## src/shared/ists_pkg.sv

```systemverilog
// constants and carrier types of the two-wire slave port with bus timeout
// assumes a 200 MHz system clock and a 32.768 kHz timebase tick input
package ists_pkg;
  localparam logic [6:0] ADDR_7BIT = 7'h51; // 1010001b, write byte A2h, read byte A3h
  localparam logic [7:0] IDLE_BYTE = 8'hFF; // returned on reads once timed out
  localparam logic [7:0] PTR_RESET = 8'h00;
  localparam int TIMEOUT_MS = 950;
  localparam int TICK_HZ = 32768;
  // ticks of the 32.768 kHz base that make up the timeout
  localparam int TIMEOUT_TICKS = (TIMEOUT_MS * TICK_HZ) / 1000;
  localparam int TO_W = 15;
  localparam logic [TO_W-1:0] TIMEOUT_LIMIT = TO_W'(TIMEOUT_TICKS);
  localparam int FIFO_DEPTH = 8;
  localparam int FIFO_W = 16;
  localparam logic [3:0] BIT_LAST = 4'h7;
  localparam logic [3:0] BIT_ACK = 4'h8;

  typedef enum logic [2:0] {
    ISTS_IDLE = 3'b000,
    ISTS_ADDR = 3'b001,
    ISTS_REG = 3'b010,
    ISTS_WDATA = 3'b011,
    ISTS_RDATA = 3'b100,
    ISTS_DEAD = 3'b101
  } ists_state_t;

  // register write leaving the port towards the register file
  typedef struct packed {
    logic [7:0] addr;
    logic [7:0] data;
  } ists_wr_t;
endpackage

```

## src/hdl/ists_fifo.sv

```systemverilog
// parameterised valid/ready FIFO for register writes
// assumes one clock domain and an asynchronous active-low reset
`timescale 1ns/100ps
module ists_fifo #(
  parameter int WIDTH = 16,
  parameter int DEPTH = 8
) (
  // clock and reset
  input wire logic clk_sys_in,
  input wire logic rstn_in,
  // fill side
  input wire logic in_valid_in,
  input wire logic [WIDTH-1:0] in_data_in,
  output logic in_ready_out,
  // drain side
  output logic out_valid_out,
  output logic [WIDTH-1:0] out_data_out,
  input wire logic out_ready_in
);
  localparam int AW = $clog2(DEPTH);
  logic [WIDTH-1:0] mem [DEPTH];
  logic [AW-1:0] wp;
  logic [AW-1:0] rp;
  logic [AW:0] cnt;
  wire push = in_valid_in && (cnt != (AW+1)'(DEPTH));
  wire pop = out_ready_in && (cnt != '0);

  // flags straight from the count
  assign in_ready_out = cnt != (AW+1)'(DEPTH);
  assign out_valid_out = cnt != '0;
  assign out_data_out = mem[rp];

  // pointers and occupancy
  always_ff @(posedge clk_sys_in or negedge rstn_in) begin
    if (!rstn_in) begin
      wp <= '0;
      rp <= '0;
      cnt <= '0;
    end else begin
      if (push) wp <= (wp == AW'(DEPTH-1)) ? '0 : wp + 1'b1;
      if (pop) rp <= (rp == AW'(DEPTH-1)) ? '0 : rp + 1'b1;
      cnt <= cnt + (AW+1)'(push) - (AW+1)'(pop);
    end
  end

  // storage, no reset needed
  always_ff @(posedge clk_sys_in) begin
    if (push) mem[wp] <= in_data_in;
  end
endmodule

```

## src/hdl/ists_slave.sv

```systemverilog
// two-wire bus slave with bus timeout, register pointer and write FIFO
// assumes scl/sda arrive asynchronously; tick_in is a one-cycle 32.768 kHz pulse in this domain
`timescale 1ns/100ps
module ists_slave (
  // clock and reset
  input wire logic clk_sys_in,
  input wire logic rstn_in,
  // timebase
  input wire logic tick_in,
  // bus pins; oe active low
  input wire logic scl_in,
  input wire logic sda_in,
  output logic sda_out,
  output logic sda_oen_out,
  // register read data for the current pointer
  output logic [7:0] rd_addr_out,
  input wire logic [7:0] rd_data_in,
  // register writes
  output logic wr_valid_out,
  output ists_pkg::ists_wr_t wr_out,
  input wire logic wr_ready_in,
  // status
  output logic busy_out,
  output logic timeout_out
);
  logic [1:0] scl_s;
  logic [1:0] sda_s;
  logic scl_d;
  logic sda_d;
  ists_pkg::ists_state_t state;
  logic [3:0] bitn;
  logic [7:0] shreg;
  logic [7:0] ptr;
  logic [7:0] txb;
  logic drive_low;
  logic ack_due;
  logic nacked;
  logic [ists_pkg::TO_W-1:0] to_cnt;
  logic in_txn;
  logic timed_out;
  logic fifo_in_ready;

  always_ff @(posedge clk_sys_in or negedge rstn_in) begin
    if (!rstn_in) begin
      scl_s <= 2'h3;
      sda_s <= 2'h3;
      scl_d <= 1'b1;
      sda_d <= 1'b1;
    end else begin
      scl_s <= {scl_s[0], scl_in};
      sda_s <= {sda_s[0], sda_in};
      scl_d <= scl_s[1];
      sda_d <= sda_s[1];
    end
  end

  // 200 MHz sampling leaves about 250 clocks per 400 kHz half period
  // edge and condition decode from the second stage and its one-clock delayed copy
  wire scl = scl_s[1];
  wire sda = sda_s[1];
  wire scl_rise = scl && !scl_d;
  wire scl_fall = !scl && scl_d;
  wire start_c = scl && scl_d && sda_d && !sda;
  wire stop_c = scl && scl_d && !sda_d && sda;
  wire byte_done = scl_rise && (bitn == ists_pkg::BIT_LAST);
  wire [7:0] rx_byte = {shreg[6:0], sda};
  wire addr_hit = rx_byte[7:1] == ists_pkg::ADDR_7BIT;
  wire fifo_push = (state == ists_pkg::ISTS_WDATA) && byte_done;
  // bytes the slave acks; a full fifo refuses the data byte
  wire next_ack_due = (state == ists_pkg::ISTS_ADDR && addr_hit) || (state == ists_pkg::ISTS_REG) ||
                      (state == ists_pkg::ISTS_WDATA && fifo_in_ready);
  // master's slot after a read byte; the address ack is the slave's own
  wire mst_ack_slot = (state == ists_pkg::ISTS_RDATA) && scl_rise && (bitn == ists_pkg::BIT_ACK) && !ack_due;
  wire to_hit = in_txn && tick_in && (to_cnt == ists_pkg::TIMEOUT_LIMIT - 1'b1);
  // dead port reads as all ones
  wire [7:0] next_txb = timed_out ? ists_pkg::IDLE_BYTE : rd_data_in;

  always_ff @(posedge clk_sys_in or negedge rstn_in) begin
    if (!rstn_in) begin
      to_cnt <= '0;
      in_txn <= 1'b0;
    end else if (start_c) begin
      to_cnt <= '0;
      in_txn <= 1'b1;
    end else if (stop_c || to_hit) begin
      to_cnt <= '0;
      in_txn <= 1'b0;
    end else if (in_txn && tick_in) begin
      to_cnt <= to_cnt + 1'b1;
    end
  end

  // timeout flag; only START clears it
  always_ff @(posedge clk_sys_in or negedge rstn_in) begin
    if (!rstn_in) timed_out <= 1'b0;
    else if (to_hit) timed_out <= 1'b1;
    else if (start_c) timed_out <= 1'b0;
  end

  // bit counter and shift register; sample on clock rise
  always_ff @(posedge clk_sys_in or negedge rstn_in) begin
    if (!rstn_in) begin
      bitn <= 4'h0;
      shreg <= 8'h00;
    end else if (start_c) begin
      // preset so the clock fall that ends START lands on bit 0
      bitn <= ists_pkg::BIT_ACK;
    end else if (scl_rise) begin
      shreg <= rx_byte;
    end else if (scl_fall) begin
      bitn <= (bitn == ists_pkg::BIT_ACK) ? 4'h0 : bitn + 1'b1;
    end
  end

  // byte-level state machine
  always_ff @(posedge clk_sys_in or negedge rstn_in) begin
    if (!rstn_in) begin
      state <= ists_pkg::ISTS_IDLE;
      nacked <= 1'b0;
    end else if (start_c) begin
      // repeated start restarts; address byte follows
      state <= ists_pkg::ISTS_ADDR;
      nacked <= 1'b0;
    end else if (stop_c) begin
      state <= ists_pkg::ISTS_IDLE;
    end else if (to_hit) begin
      state <= ists_pkg::ISTS_DEAD;
    end else begin
      case (state)
        ists_pkg::ISTS_ADDR: begin
          if (byte_done) begin
            // direction bit picks read or write
            if (!addr_hit) state <= ists_pkg::ISTS_IDLE;
            else if (rx_byte[0]) state <= ists_pkg::ISTS_RDATA;
            else state <= ists_pkg::ISTS_REG;
          end
        end
        ists_pkg::ISTS_REG: begin
          if (byte_done) state <= ists_pkg::ISTS_WDATA;
        end
        ists_pkg::ISTS_RDATA: begin
          if (mst_ack_slot && sda) begin
            nacked <= 1'b1;
            state <= ists_pkg::ISTS_IDLE;
          end
        end
        default: begin
        end
      endcase
    end
  end

  // ack decision latched at the eighth rise and spent at the next fall;
  // latching it keeps a full fifo from being acked after a pop slips in
  always_ff @(posedge clk_sys_in or negedge rstn_in) begin
    if (!rstn_in) ack_due <= 1'b0;
    else if (start_c || stop_c || to_hit) ack_due <= 1'b0;
    else if (byte_done) ack_due <= next_ack_due;
  end

  // pointer; untouched by stop and timeout
  always_ff @(posedge clk_sys_in or negedge rstn_in) begin
    if (!rstn_in) begin
      ptr <= ists_pkg::PTR_RESET;
    end else if (state == ists_pkg::ISTS_REG && byte_done) begin
      ptr <= rx_byte;
    end else if (fifo_push && fifo_in_ready) begin
      ptr <= ptr + 8'h01;
    end else if (mst_ack_slot) begin
      // advance per read byte, the nacked last one too
      ptr <= ptr + 8'h01;
    end
  end

  // data line drive, set only on falling clock; start, stop or timeout release it at once
  always_ff @(posedge clk_sys_in or negedge rstn_in) begin
    if (!rstn_in) begin
      drive_low <= 1'b0;
      txb <= ists_pkg::IDLE_BYTE;
    end else if (start_c || stop_c || to_hit) begin
      drive_low <= 1'b0;
    end else if (scl_fall) begin
      // drive only for ack or transmit
      if (bitn == ists_pkg::BIT_LAST) begin
        // ack slot, no ack when timed out
        drive_low <= !timed_out && ack_due;
      end else if (state == ists_pkg::ISTS_RDATA && !nacked) begin
        if (bitn == ists_pkg::BIT_ACK) begin
          txb <= {next_txb[6:0], 1'b1};
          drive_low <= !next_txb[7];
        end else begin
          txb <= {txb[6:0], 1'b1};
          drive_low <= !txb[7];
        end
      end else begin
        drive_low <= 1'b0;
      end
    end
  end

  ists_fifo #(
    .WIDTH(ists_pkg::FIFO_W),
    .DEPTH(ists_pkg::FIFO_DEPTH)
  ) u_fifo (
    .clk_sys_in(clk_sys_in),
    .rstn_in(rstn_in),
    .in_valid_in(fifo_push && !timed_out),
    .in_data_in({ptr, rx_byte}),
    .in_ready_out(fifo_in_ready),
    .out_valid_out(wr_valid_out),
    .out_data_out(wr_out),
    .out_ready_in(wr_ready_in)
  );

  // registered outputs
  always_ff @(posedge clk_sys_in or negedge rstn_in) begin
    if (!rstn_in) begin
      sda_out <= 1'b1;
      sda_oen_out <= 1'b1;
      rd_addr_out <= ists_pkg::PTR_RESET;
      busy_out <= 1'b0;
      timeout_out <= 1'b0;
    end else begin
      sda_out <= 1'b0;
      sda_oen_out <= !drive_low;
      rd_addr_out <= ptr;
      busy_out <= in_txn;
      timeout_out <= timed_out;
    end
  end
endmodule

```

## config.mk

```make
export PLATFORM = sky130hd
export DESIGN_NAME = ists_slave
export DESIGN_NICKNAME = d
export VERILOG_FILES = /design/src/shared/ists_pkg.sv /design/src/hdl/ists_fifo.sv /design/src/hdl/ists_slave.sv
export SDC_FILE = /design/constraint.sdc
export NUM_CORES = 1
export LEC_CHECK = 0
export BUFFER_PORTS_ARGS = -buffer_cell sky130_fd_sc_hd__buf_2
export CAP_MARGIN = 20
export CELL_PAD_IN_SITES_DETAIL_PLACEMENT = 1
export CELL_PAD_IN_SITES_GLOBAL_PLACEMENT = 1
export CORE_MARGIN = 3
export CORE_UTILIZATION = 45
export CTS_BUF_LIST = sky130_fd_sc_hd__clkbuf_8
export CTS_CLUSTER_SIZE = 8
export DETAILED_ROUTE_END_ITERATION = 8
export GPL_ROUTABILITY_DRIVEN = 0
export PLACE_DENSITY_LB_ADDON = 0.1
export SYNTH_ARGS = -nofsm -noshare
export SYNTH_HDL_FRONTEND = slang
export SYNTH_HIERARCHICAL = 1
export SYNTH_SLANG_ARGS = --single-unit
```

## constraint.sdc

```tcl
create_clock -name clk_sys_in -period 3.4 [get_ports clk_sys_in]
set_input_delay 0.34 -clock clk_sys_in [delete_from_list [all_inputs] [get_ports clk_sys_in]]
set_output_delay 0.34 -clock clk_sys_in [all_outputs]
set_load 0.005 [all_outputs]
```

# Word level (Yosys, flattened, before mapping)
# Memories as Yosys holds them, arrays and structs flattened.
# Cells that the tools add are included.
[totals] ff_bits=78 ramBits=128 output_inout_bits=29 wordCells=147 n_memories=1
[classes] add_sub_neg=7 n_eq_ne=17 muxes=41 bitwise_logic=3 reduce_logical=55
[memory_table] name="u_fifo.mem" words=8 word_bits=16 rd=1 rd_clocked_by_memory_dff=0 wr=1 line_no="ists_fifo.sv:21" text="logic [WIDTH-1:0] mem [DEPTH];"
[op_table] cell="15-bit 2-to-1 mux" count=3
[op_table] cell="8-bit 2-to-1 mux" count=5
[op_table] cell="3-bit 2-to-1 mux" count=10
[op_table] cell="1-bit logical AND" count=24
[op_table] cell="1-bit 2-to-1 mux" count=18
[op_table] cell="4-bit 2-to-1 mux" count=4
[op_table] cell="15-bit by 1-bit adder with 15-bit output, second input constant" count=1
[op_table] cell="15-bit equality test, second input constant" count=1
[op_table] cell="5-bit != test, second input constant" count=3
[op_table] cell="2-bit nonzero test" count=7
[op_table] cell="4-bit AND reduction" count=3
[op_table] cell="1-bit zero test" count=10
[op_table] cell="3-bit equality test, second input constant" count=3
[op_table] cell="3-bit case mux with 3 select lines" count=1
[op_table] cell="8-bit by 1-bit adder with 8-bit output, second input constant" count=1
[op_table] cell="7-bit equality test, second input constant" count=1
[op_table] cell="3-bit by 1-bit adder with 3-bit output, second input constant" count=2
[op_table] cell="3-bit by 2-bit equality test with 1-bit output, second input constant" count=2
[op_table] cell="3-bit nonzero test" count=2
[op_table] cell="6-bit nonzero test" count=1
[op_table] cell="1-bit logical OR" count=5
[op_table] cell="4-bit by 1-bit adder with 4-bit output" count=1
[op_table] cell="4-bit by 1-bit adder with 4-bit output, second input constant" count=1
[op_table] cell="4-bit by 3-bit equality test with 1-bit output, second input constant" count=1
[op_table] cell="other kinds (9)" count=13

# Depth between registers and ports, before layout
# Gate-level depths: netlist (run 1).
[depth] ltp_word=11 mapped_depth=11

# Hierarchy
# Netlist (run 1), hierarchy kept.
[by_module_without_submodules] module="ists_fifo" instances=1 cells_per_inst=242 area_per_inst_um2=5551.6 seq_area_each_um2=4093.9
[by_module_without_submodules] module="ists_slave" instances=1 cells_per_inst=325 area_per_inst_um2=3294.4 seq_area_each_um2=1695.4

# Least setup slack after synthesis (run 1)
# No wires, ideal clock.
[synth_path] kind="register to register" from="register scl_s[1]" to="memory u_fifo.mem[0][0], enable pin" arrival_ns=3.026 setup_slack_ns=-0.057 stages_incl_launch_ff=6 n_path_buf=1 period_less_slack_ns=3.457 path_cell_list="dfstp_2 -> nand2b_1 -> clkbuf_1 -> nor4_1 -> nand2_2 -> nor4_1"
[synth_via] elab_chain_len=7
[synth_lines] item="start, declared" line_no="ists_slave.sv:26" text="logic [1:0] scl_s;"
[synth_lines] item="start signal, assigned" line_no="ists_slave.sv:50" text="scl_s <= {scl_s[0], scl_in};"
[synth_lines] item="1-bit logical AND" line_no="ists_slave.sv:61" text="wire scl_rise = scl && !scl_d;"
[synth_lines] item="1-bit logical AND" line_no="ists_slave.sv:65" text="wire byte_done = scl_rise && (bitn == ists_pkg::BIT_LAST);"
[synth_lines] item="1-bit logical AND" line_no="ists_slave.sv:68" text="wire fifo_push = (state == ists_pkg::ISTS_WDATA) && byte_done;"
[synth_lines] item="1-bit logical AND" line_no="ists_slave.sv:207" text=".in_valid_in(fifo_push && !timed_out),"
[synth_lines] item="1-bit logical AND" line_no="ists_fifo.sv:25" text="wire push = in_valid_in && (cnt != (AW+1)'(DEPTH));"
[synth_lines] item="1-bit 2-to-1 mux" line_no="ists_fifo.sv:48" text="if (push) mem[wp] <= in_data_in;"
[synth_lines] item="1-bit 2-to-1 mux (not written as such)" line_no="ists_fifo.sv:48"
[synth_lines] item="end, declared" line_no="ists_fifo.sv:21"
# Every way passes these cells.

# Final worst setup path (run 1)
[layout_path] from="register bitn[1]" to="register u_fifo.cnt[2]"
[layout_via] elab_chain_len=7
[layout_lines] item="start, declared" line_no="ists_slave.sv:31" text="logic [3:0] bitn;"
[layout_lines] item="start signal, assigned" line_no="ists_slave.sv:107" text="bitn <= ists_pkg::BIT_ACK;"
[layout_lines] item="start signal, assigned" line_no="ists_slave.sv:111" text="bitn <= (bitn == ists_pkg::BIT_ACK) ? 4'h0 : bitn + 1'b1;"
[layout_lines] item="4-bit by 3-bit equality test with 1-bit output" line_no="ists_slave.sv:65"
[layout_lines] item="1-bit logical AND" line_no="ists_slave.sv:65"
[layout_lines] item="1-bit logical AND" line_no="ists_slave.sv:68"
[layout_lines] item="1-bit logical AND" line_no="ists_slave.sv:207"
[layout_lines] item="1-bit logical AND" line_no="ists_fifo.sv:25"
[layout_lines] item="4-bit by 1-bit adder with 4-bit output" line_no="ists_fifo.sv:42" text="cnt <= cnt + (AW+1)'(push) - (AW+1)'(pop);"
[layout_lines] item="4-bit by 1-bit subtractor with 4-bit output" line_no="ists_fifo.sv:42"
[layout_lines] item="end signal, assigned" line_no="ists_fifo.sv:42"
[layout_lines] item="end, declared" line_no="ists_fifo.sv:24" text="logic [AW:0] cnt;"
# Every way passes these cells.
# A chain may end at the register's enable or synchronous reset.

==> flow_summary.ini, run 1 <==
[status]
outcome = finished, final reports clean

[global_routing]
grt_pass1_wl_microns = 30300
grt_max_degree = 78
grt_pass1_vias = 5582
grt_antenna_before_repair = 0
gr-total-overflow = 0
grt_usage_pct = 17.8

[sta]
maxSlewViolCount = 0
setup_slack_ns = 0.294
finalClockSkew_ns = 0.0203
rsz0062_at_grt = no
hold_viol = 0
setup_viol = 0
period_needed_ns = 3.11
maxSlewHeadroom_pct = 33.7
finalSetupTns_ns = 0
worstMarginPinSlew_ns = 0.995
timing.fmax_mhz = 322
period_share_pct = 91.4

[cts]
cts_made_buffers = 36
cts_max_level = 2
cts_tree = built
insertion_delay_ns = 0.52
root_buffer = clkbuf_8
clk_pin_slew_ns = 0.06
cts_sinks = 205
cts_buffer_depth = 3

[pwr]
leakage_nw = 3.91
ir_drop_mv = 0.315
powerDensity_mw_per_mm2 = 654

[floorplan]
start_util_pct = 46.5
die-area_sq_mm = 0.0214
ioPinCount = 43
rows = 50
die_y_microns = 146
core_area_sq_mm = 0.0190
die_w_microns = 146

[synthesis]
yosys_register_bits = 205
yosys-top-cells-count = edfxtp_1, dfrtp_1, nand2_1
yosysWarnings = 6
ys_dominant_reg_cell = edfxtp_1
synth_edf_count = 128
synth_nets = 597
avgSynthCellArea_sq_um = 15.6
netlist_instances = 567
yosysTopAreaCell = edfxtp_1
yosysSeqAreaShare_pct = 65.4
synth_area_sq_mm = 0.00885
ys_top_cells_by_area = edfxtp_1, dfrtp_1, mux4_1
synth_cell_types = 68
async_reset_ff_share_pct = 37.6
yosysMostFrequentCell = edfxtp_1
synth_top_area_share_pct = 43.5

[setup_path]
start_kind = register
cp_cell_sequence = ha_1 -> nand3b_1 -> nor4_1 -> nand2_2 -> ha_1 -> inv_1 -> ha_1 -> fa_1 -> xor2_1
crit_top_cell = ha_1
arrival_ns = 3.50
crit_type = register to register
cp_max_fo = 8
cp_slowest_cell = nor4_1
max_stage_delay_ns = 0.67
end_kind = register
required_ns = 3.79

[worst_hold_path]
hold_class = input port to register

[route]
ant_nets = 0
vias = 5069
drt_iter0_markers = 203
dr.pass1.iters = 4
vias_per_cell = 5.47
finalWirelength_microns = 18900
drc_errors = 0
wl_per_cell_microns = 20.4

[place]
pre_cts_ws_ns = 0.282
dpl.hpwl_microns = 11700
io_buffers = 42

[layout]
diodes = 0
nNetsFinal = 671
areaGrowthSynthToFinish_pct = 13.6
drive_gt1_share_pct = 24.3

[flow_run]
drv_cap = 0
-- routing by layer --
| layer | global-route usage (%) | routed length [microns] |
|---|---|---|
| met2 | 31.7 | 9830 |
| met3 | 3.41 | 570 |
| met4 | 5.03 | 299 |
| met1 | 22.4 | 8180 |
| met5 | 0 | 0 |
-- cells in the final DEF (no fill, tap or decap), drive strengths merged, types with 6 or more instances in the layout --
master	Yosys	layout
o21ai	6	6
mux2i	6	6
clkbuf	11	38
nand3	14	14
dfrtp	62	62
nand2	42	42
nor2	40	40
edfxtp	128	128
mux4	32	32
nor3	21	21
inv	17	40
xnor2	6	6
nor3b	6	6
dfstp	15	15
ha	15	15
xor2	10	10
buf	12	56
nand4	8	8
nand2b	7	7
a21oi	12	12
mux2	30	30
-- layout make-up --
class	instances	area (sq um)
Clock buffer	38	523
Clock inverter	26	106
Fill cell	1894	8970
Inverter	17	63.8
Multi-Input combinational cell	322	2870
Sequential cell	205	5790
Tap cell	260	325
Timing Repair Buffer	59	368
-- sequential cells by signal, summed over array words and instances (netlist names), 2 cells and up --
| name | flops |
|---|---|
| sda_s | 2 |
| to_cnt | 15 |
| state | 3 |
| u_fifo/mem | 128 |
| u_fifo/rp | 3 |
| rd_addr_out | 8 |
| u_fifo/wp | 3 |
| shreg | 7 |
| bitn | 4 |
| txb | 7 |
| ptr | 8 |
| scl_s | 2 |
| u_fifo/cnt | 4 |
-- report_power, final --
part           switching (mW)  internal, mW
Sequential              0.290          2.89
Clock                   0.953          1.03
Combinational           0.627         0.780
-- worst max-delay path, delay by kind of cell (launching register included) --
| family | cells | cell delay [ns] |
|---|---|---|
| xor gates and xnor gates | 1 | 0.16 |
| adders and majority gates | 4 | 1.19 |
| and+or+nand+nor | 3 | 1.21 |
| buffers and inverters | 1 | 0.04 |
| DFF | 1 | 0.40 |
-- per-stage QoR --
step / std cells / power (mW) / util (%) / hold WS (ns) / area [sq um]
floorplan: 567 / 4.22 / - / 0.0444 / 8850
global placement: 859 / 4.59 / 49.2 / 0.346 / 9360
detailed placement: 859 / 4.66 / 49.2 / 0.347 / 9360
CTS: 925 / 6.69 / 52.6 / 0.0317 / 10000
global route: 927 / 6.95 / 52.8 / 0.142 / 10000
finish: 927 / 6.57 / 52.8 / 0.152 / 10000
-- path summary, 6_finish.rpt --
path	depth (start not counted)	start	slack, ns	end
min in group asynchronous	2	rstn_in	0.25	to_cnt[7]$_DFFE_PN0P_
min reg2reg	0	sda_s[0]$_DFF_PN1_	0.35	sda_s[1]$_DFF_PN1_
max	9	bitn[1]$_DFFE_PN0P_	0.29	u_fifo/cnt[2]$_DFF_PN0_
min	3	rd_data_in[0]	0.15	txb[1]$_DFFE_PN1P_
max reg2reg	9	bitn[1]$_DFFE_PN0P_	0.29	u_fifo/cnt[2]$_DFF_PN0_
max in group asynchronous	3	rstn_in	2.51	sda_oen_out$_DFF_PN1_
-- kinds of logic after synthesis --
logic type                 after synthesis  synth area share [%]
DFF                                    205                  65.4
xor gates and xnor gates                16                  1.58
other                                    1                0.0424
muxes                                   68                  14.2
adders and majority gates               16                  2.35
buffers and inverters                   40                  2.49
AOI/OAI and AO/OA                       47                  3.68
and+or+nand+nor                        174                  10.2
-- timing repair --
item	4_1_cts	5_1_grt
gates resized for setup	0	0
hold buffers	2	1
endpoints found under the hold margin	2	17
setup buffers	0	0
(Power assumes the default switching activity.)
==> run 2: changes to the inputs <==
--- a/config.mk
+++ b/config.mk
@@ -6,7 +6,7 @@
 export NUM_CORES = 1
 export LEC_CHECK = 0
 export BUFFER_PORTS_ARGS = -buffer_cell sky130_fd_sc_hd__buf_2
-export CAP_MARGIN = 20
+export CAP_MARGIN = 15
 export CELL_PAD_IN_SITES_DETAIL_PLACEMENT = 1
 export CELL_PAD_IN_SITES_GLOBAL_PLACEMENT = 1
 export CORE_MARGIN = 3
==> constraint.sdc (replaced) <==
create_clock -name clk_sys_in -period 2.55 [get_ports clk_sys_in]
set_input_delay 0.255 -clock clk_sys_in [delete_from_list [all_inputs] [get_ports clk_sys_in]]
set_output_delay 0.255 -clock clk_sys_in [all_outputs]
set_load 0.005 [all_outputs]
==> flow_summary.ini, run 2 (synthesis gave the netlist of run 1 again) <==
[sta]
finalClockSkew_ns = 0.0131
finalSetupTns_ns = 0
timing.fmax_mhz = 410
period_needed_ns = 2.44
hold_viol = 0
period_share_pct = 95.8
maxSlewHeadroom_pct = 59.4
maxSlewViolCount = 0
setup_viol = 0
worstMarginPinSlew_ns = 0.608

[floorplan]
die_w_microns = 146
rows = 50
ioPinCount = 43
die_y_microns = 146
start_util_pct = 46.5
core_area_sq_mm = 0.0190
die-area_sq_mm = 0.0214

[layout]
fin_area_sq_mm = 0.0104
area.sequential_sq_mm = 0.00579
reg_top3 = u_fifo/mem: 128 flops, to_cnt: 15 flops
multi_input_area_sq_mm = 0.00289
fillCellCount = 1883
areaGrowthSynthToFinish_pct = 17.0
layout_common_cells = edfxtp_1, dfrtp_1, nand2_1, buf_2, clkbuf_8
drive_gt1_share_pct = 27.3
nNetsFinal = 688
final_common_cell = edfxtp_1
largest-register = u_fifo/mem
final_util_pct = 54.4
diodes = 0
largest_reg_flops = 128

[status]
outcome = finished, final reports clean

[route]
drc_errors = 0
vias = 5099
ant_nets = 0
finalWirelength_microns = 18900
drt_iter0_markers = 206
wl_per_cell_microns = 20.0
vias_per_cell = 5.40
dr.pass1.iters = 4

[worst_hold_path]
hold_class = input port to register

[pwr]
ir_drop_mv = 0.412
total_power_mw = 9.00
leakage_nw = 4.04
powerDensity_mw_per_mm2 = 869

[global_routing]
grt_pass1_vias = 5592
grt_max_degree = 44
gr-total-overflow = 0
grt_usage_pct = 18.1
grt_pass1_wl_microns = 30800
grt_antenna_before_repair = 0

[setup_path]
start_kind = register
max_stage_delay_ns = 0.61
cp_max_fo = 35
cp_slowest_cell = mux4_1
path_depth = 4
crit_buf_inv = 2
r2r_setup_slack_ns = 0.13
cp_cell_sequence = buf_12 -> mux4_1 -> mux2_2 -> buf_2
arrival_ns = 2.19
reg2reg_to = u_fifo/cnt[2]$_DFF_PN0_
ff2ff_path_depth = 10
r2r_start = bitn[1]$_DFFE_PN0P_
critical_path.top_delay_family = multiplexers
worstSetupStartpoint = u_fifo/rp[0]$_DFFE_PN0P_
required_ns = 2.30
critPathCapture = wr_out[11]
crit_type = register to output port
end_kind = output port

[cts]
cts_tree = built
clk_pin_slew_ns = 0.06
cts_sinks = 205
insertion_delay_ns = 0.51
root_buffer = clkbuf_8
cts_max_level = 2
cts_buffer_depth = 3
cts_made_buffers = 36

[place]
io_buffers = 42
placedInstanceArea_sq_mm = 0.00961
dpl.hpwl_microns = 11800

[flow_run]
drv_cap = 0
==> run 2: layout make-up <==
class                           count  share of cell area [%]
Tap cell                          260                    3.14
Clock buffer                       40                    5.32
Sequential cell                   205                    55.9
Multi-Input combinational cell    322                    27.9
Inverter                           17                   0.616
Clock inverter                     25                    1.27
Timing Repair Buffer               76                    5.80
==> run 2: worst reg2reg max path: stages, from the launching register on <==
cell and delay (ns):
dfrtp_1 0.36, ha_2 0.20, nand3b_1 0.14, nor4_4 0.33
buf_4 0.17, nand2_2 0.06, ha_1 0.28, inv_1 0.04
ha_1 0.20, fa_1 0.38, xor2_1 0.16
==> run 2: worst min path at each step <==
stage,startpoint,endpoint,slack (ns),cells past startpoint
after global placement,rstn_in,to_cnt[7]$_DFFE_PN0P_,0.30,1
after global routing,tick_in,to_cnt[1]$_DFFE_PN0P_,0.04,3
after floorplan,rstn_in,ack_due$_DFFE_PN0P_,-0.04,0
after CTS,tick_in,to_cnt[1]$_DFFE_PN0P_,0.01,3
final,tick_in,to_cnt[1]$_DFFE_PN0P_,0.04,3
after detailed placement,rstn_in,to_cnt[3]$_DFFE_PN0P_,0.31,1
==> run 2: repair_timing <==
action,CTS,global route
resized for setup,0,2
setup buffers,0,2
hold endpoints to repair,42,0
hold buffers,3,0
setup endpoints to repair,0,2
==> run 2: per-layer routing <==
| metal | global-route usage, % | share of wire (%) | vias to the layer above |
|---|---|---|---|
| met1 | 23.6 | 44 | 2620 |
| li1 | - | - | 2365 |
| met4 | 4.94 | 2.1 | 0 |
| met2 | 31.3 | 51 | 80 |
| met5 | 0 | 0 | - |
| met3 | 3.29 | 3.0 | 34 |
==> run 2: power breakdown <==
part	internal, mW	switching (mW)
registers	3.85	0.253
clock network	1.54	1.28
logic	1.10	0.970
==> run 2: metrics by stage <==
stage | hold WS (ns) | cells | setup slack, ns
3_3_place_gp | 0.298 | 875 | 0.110
2_1_floorplan | -0.0406 | 567 | 0.124
5_1_grt | 0.0394 | 945 | -0.00284
6_report | 0.0418 | 945 | 0.108
3_5_place_dp | 0.309 | 875 | 0.0788
4_1_cts | 0.0150 | 943 | 0.0514
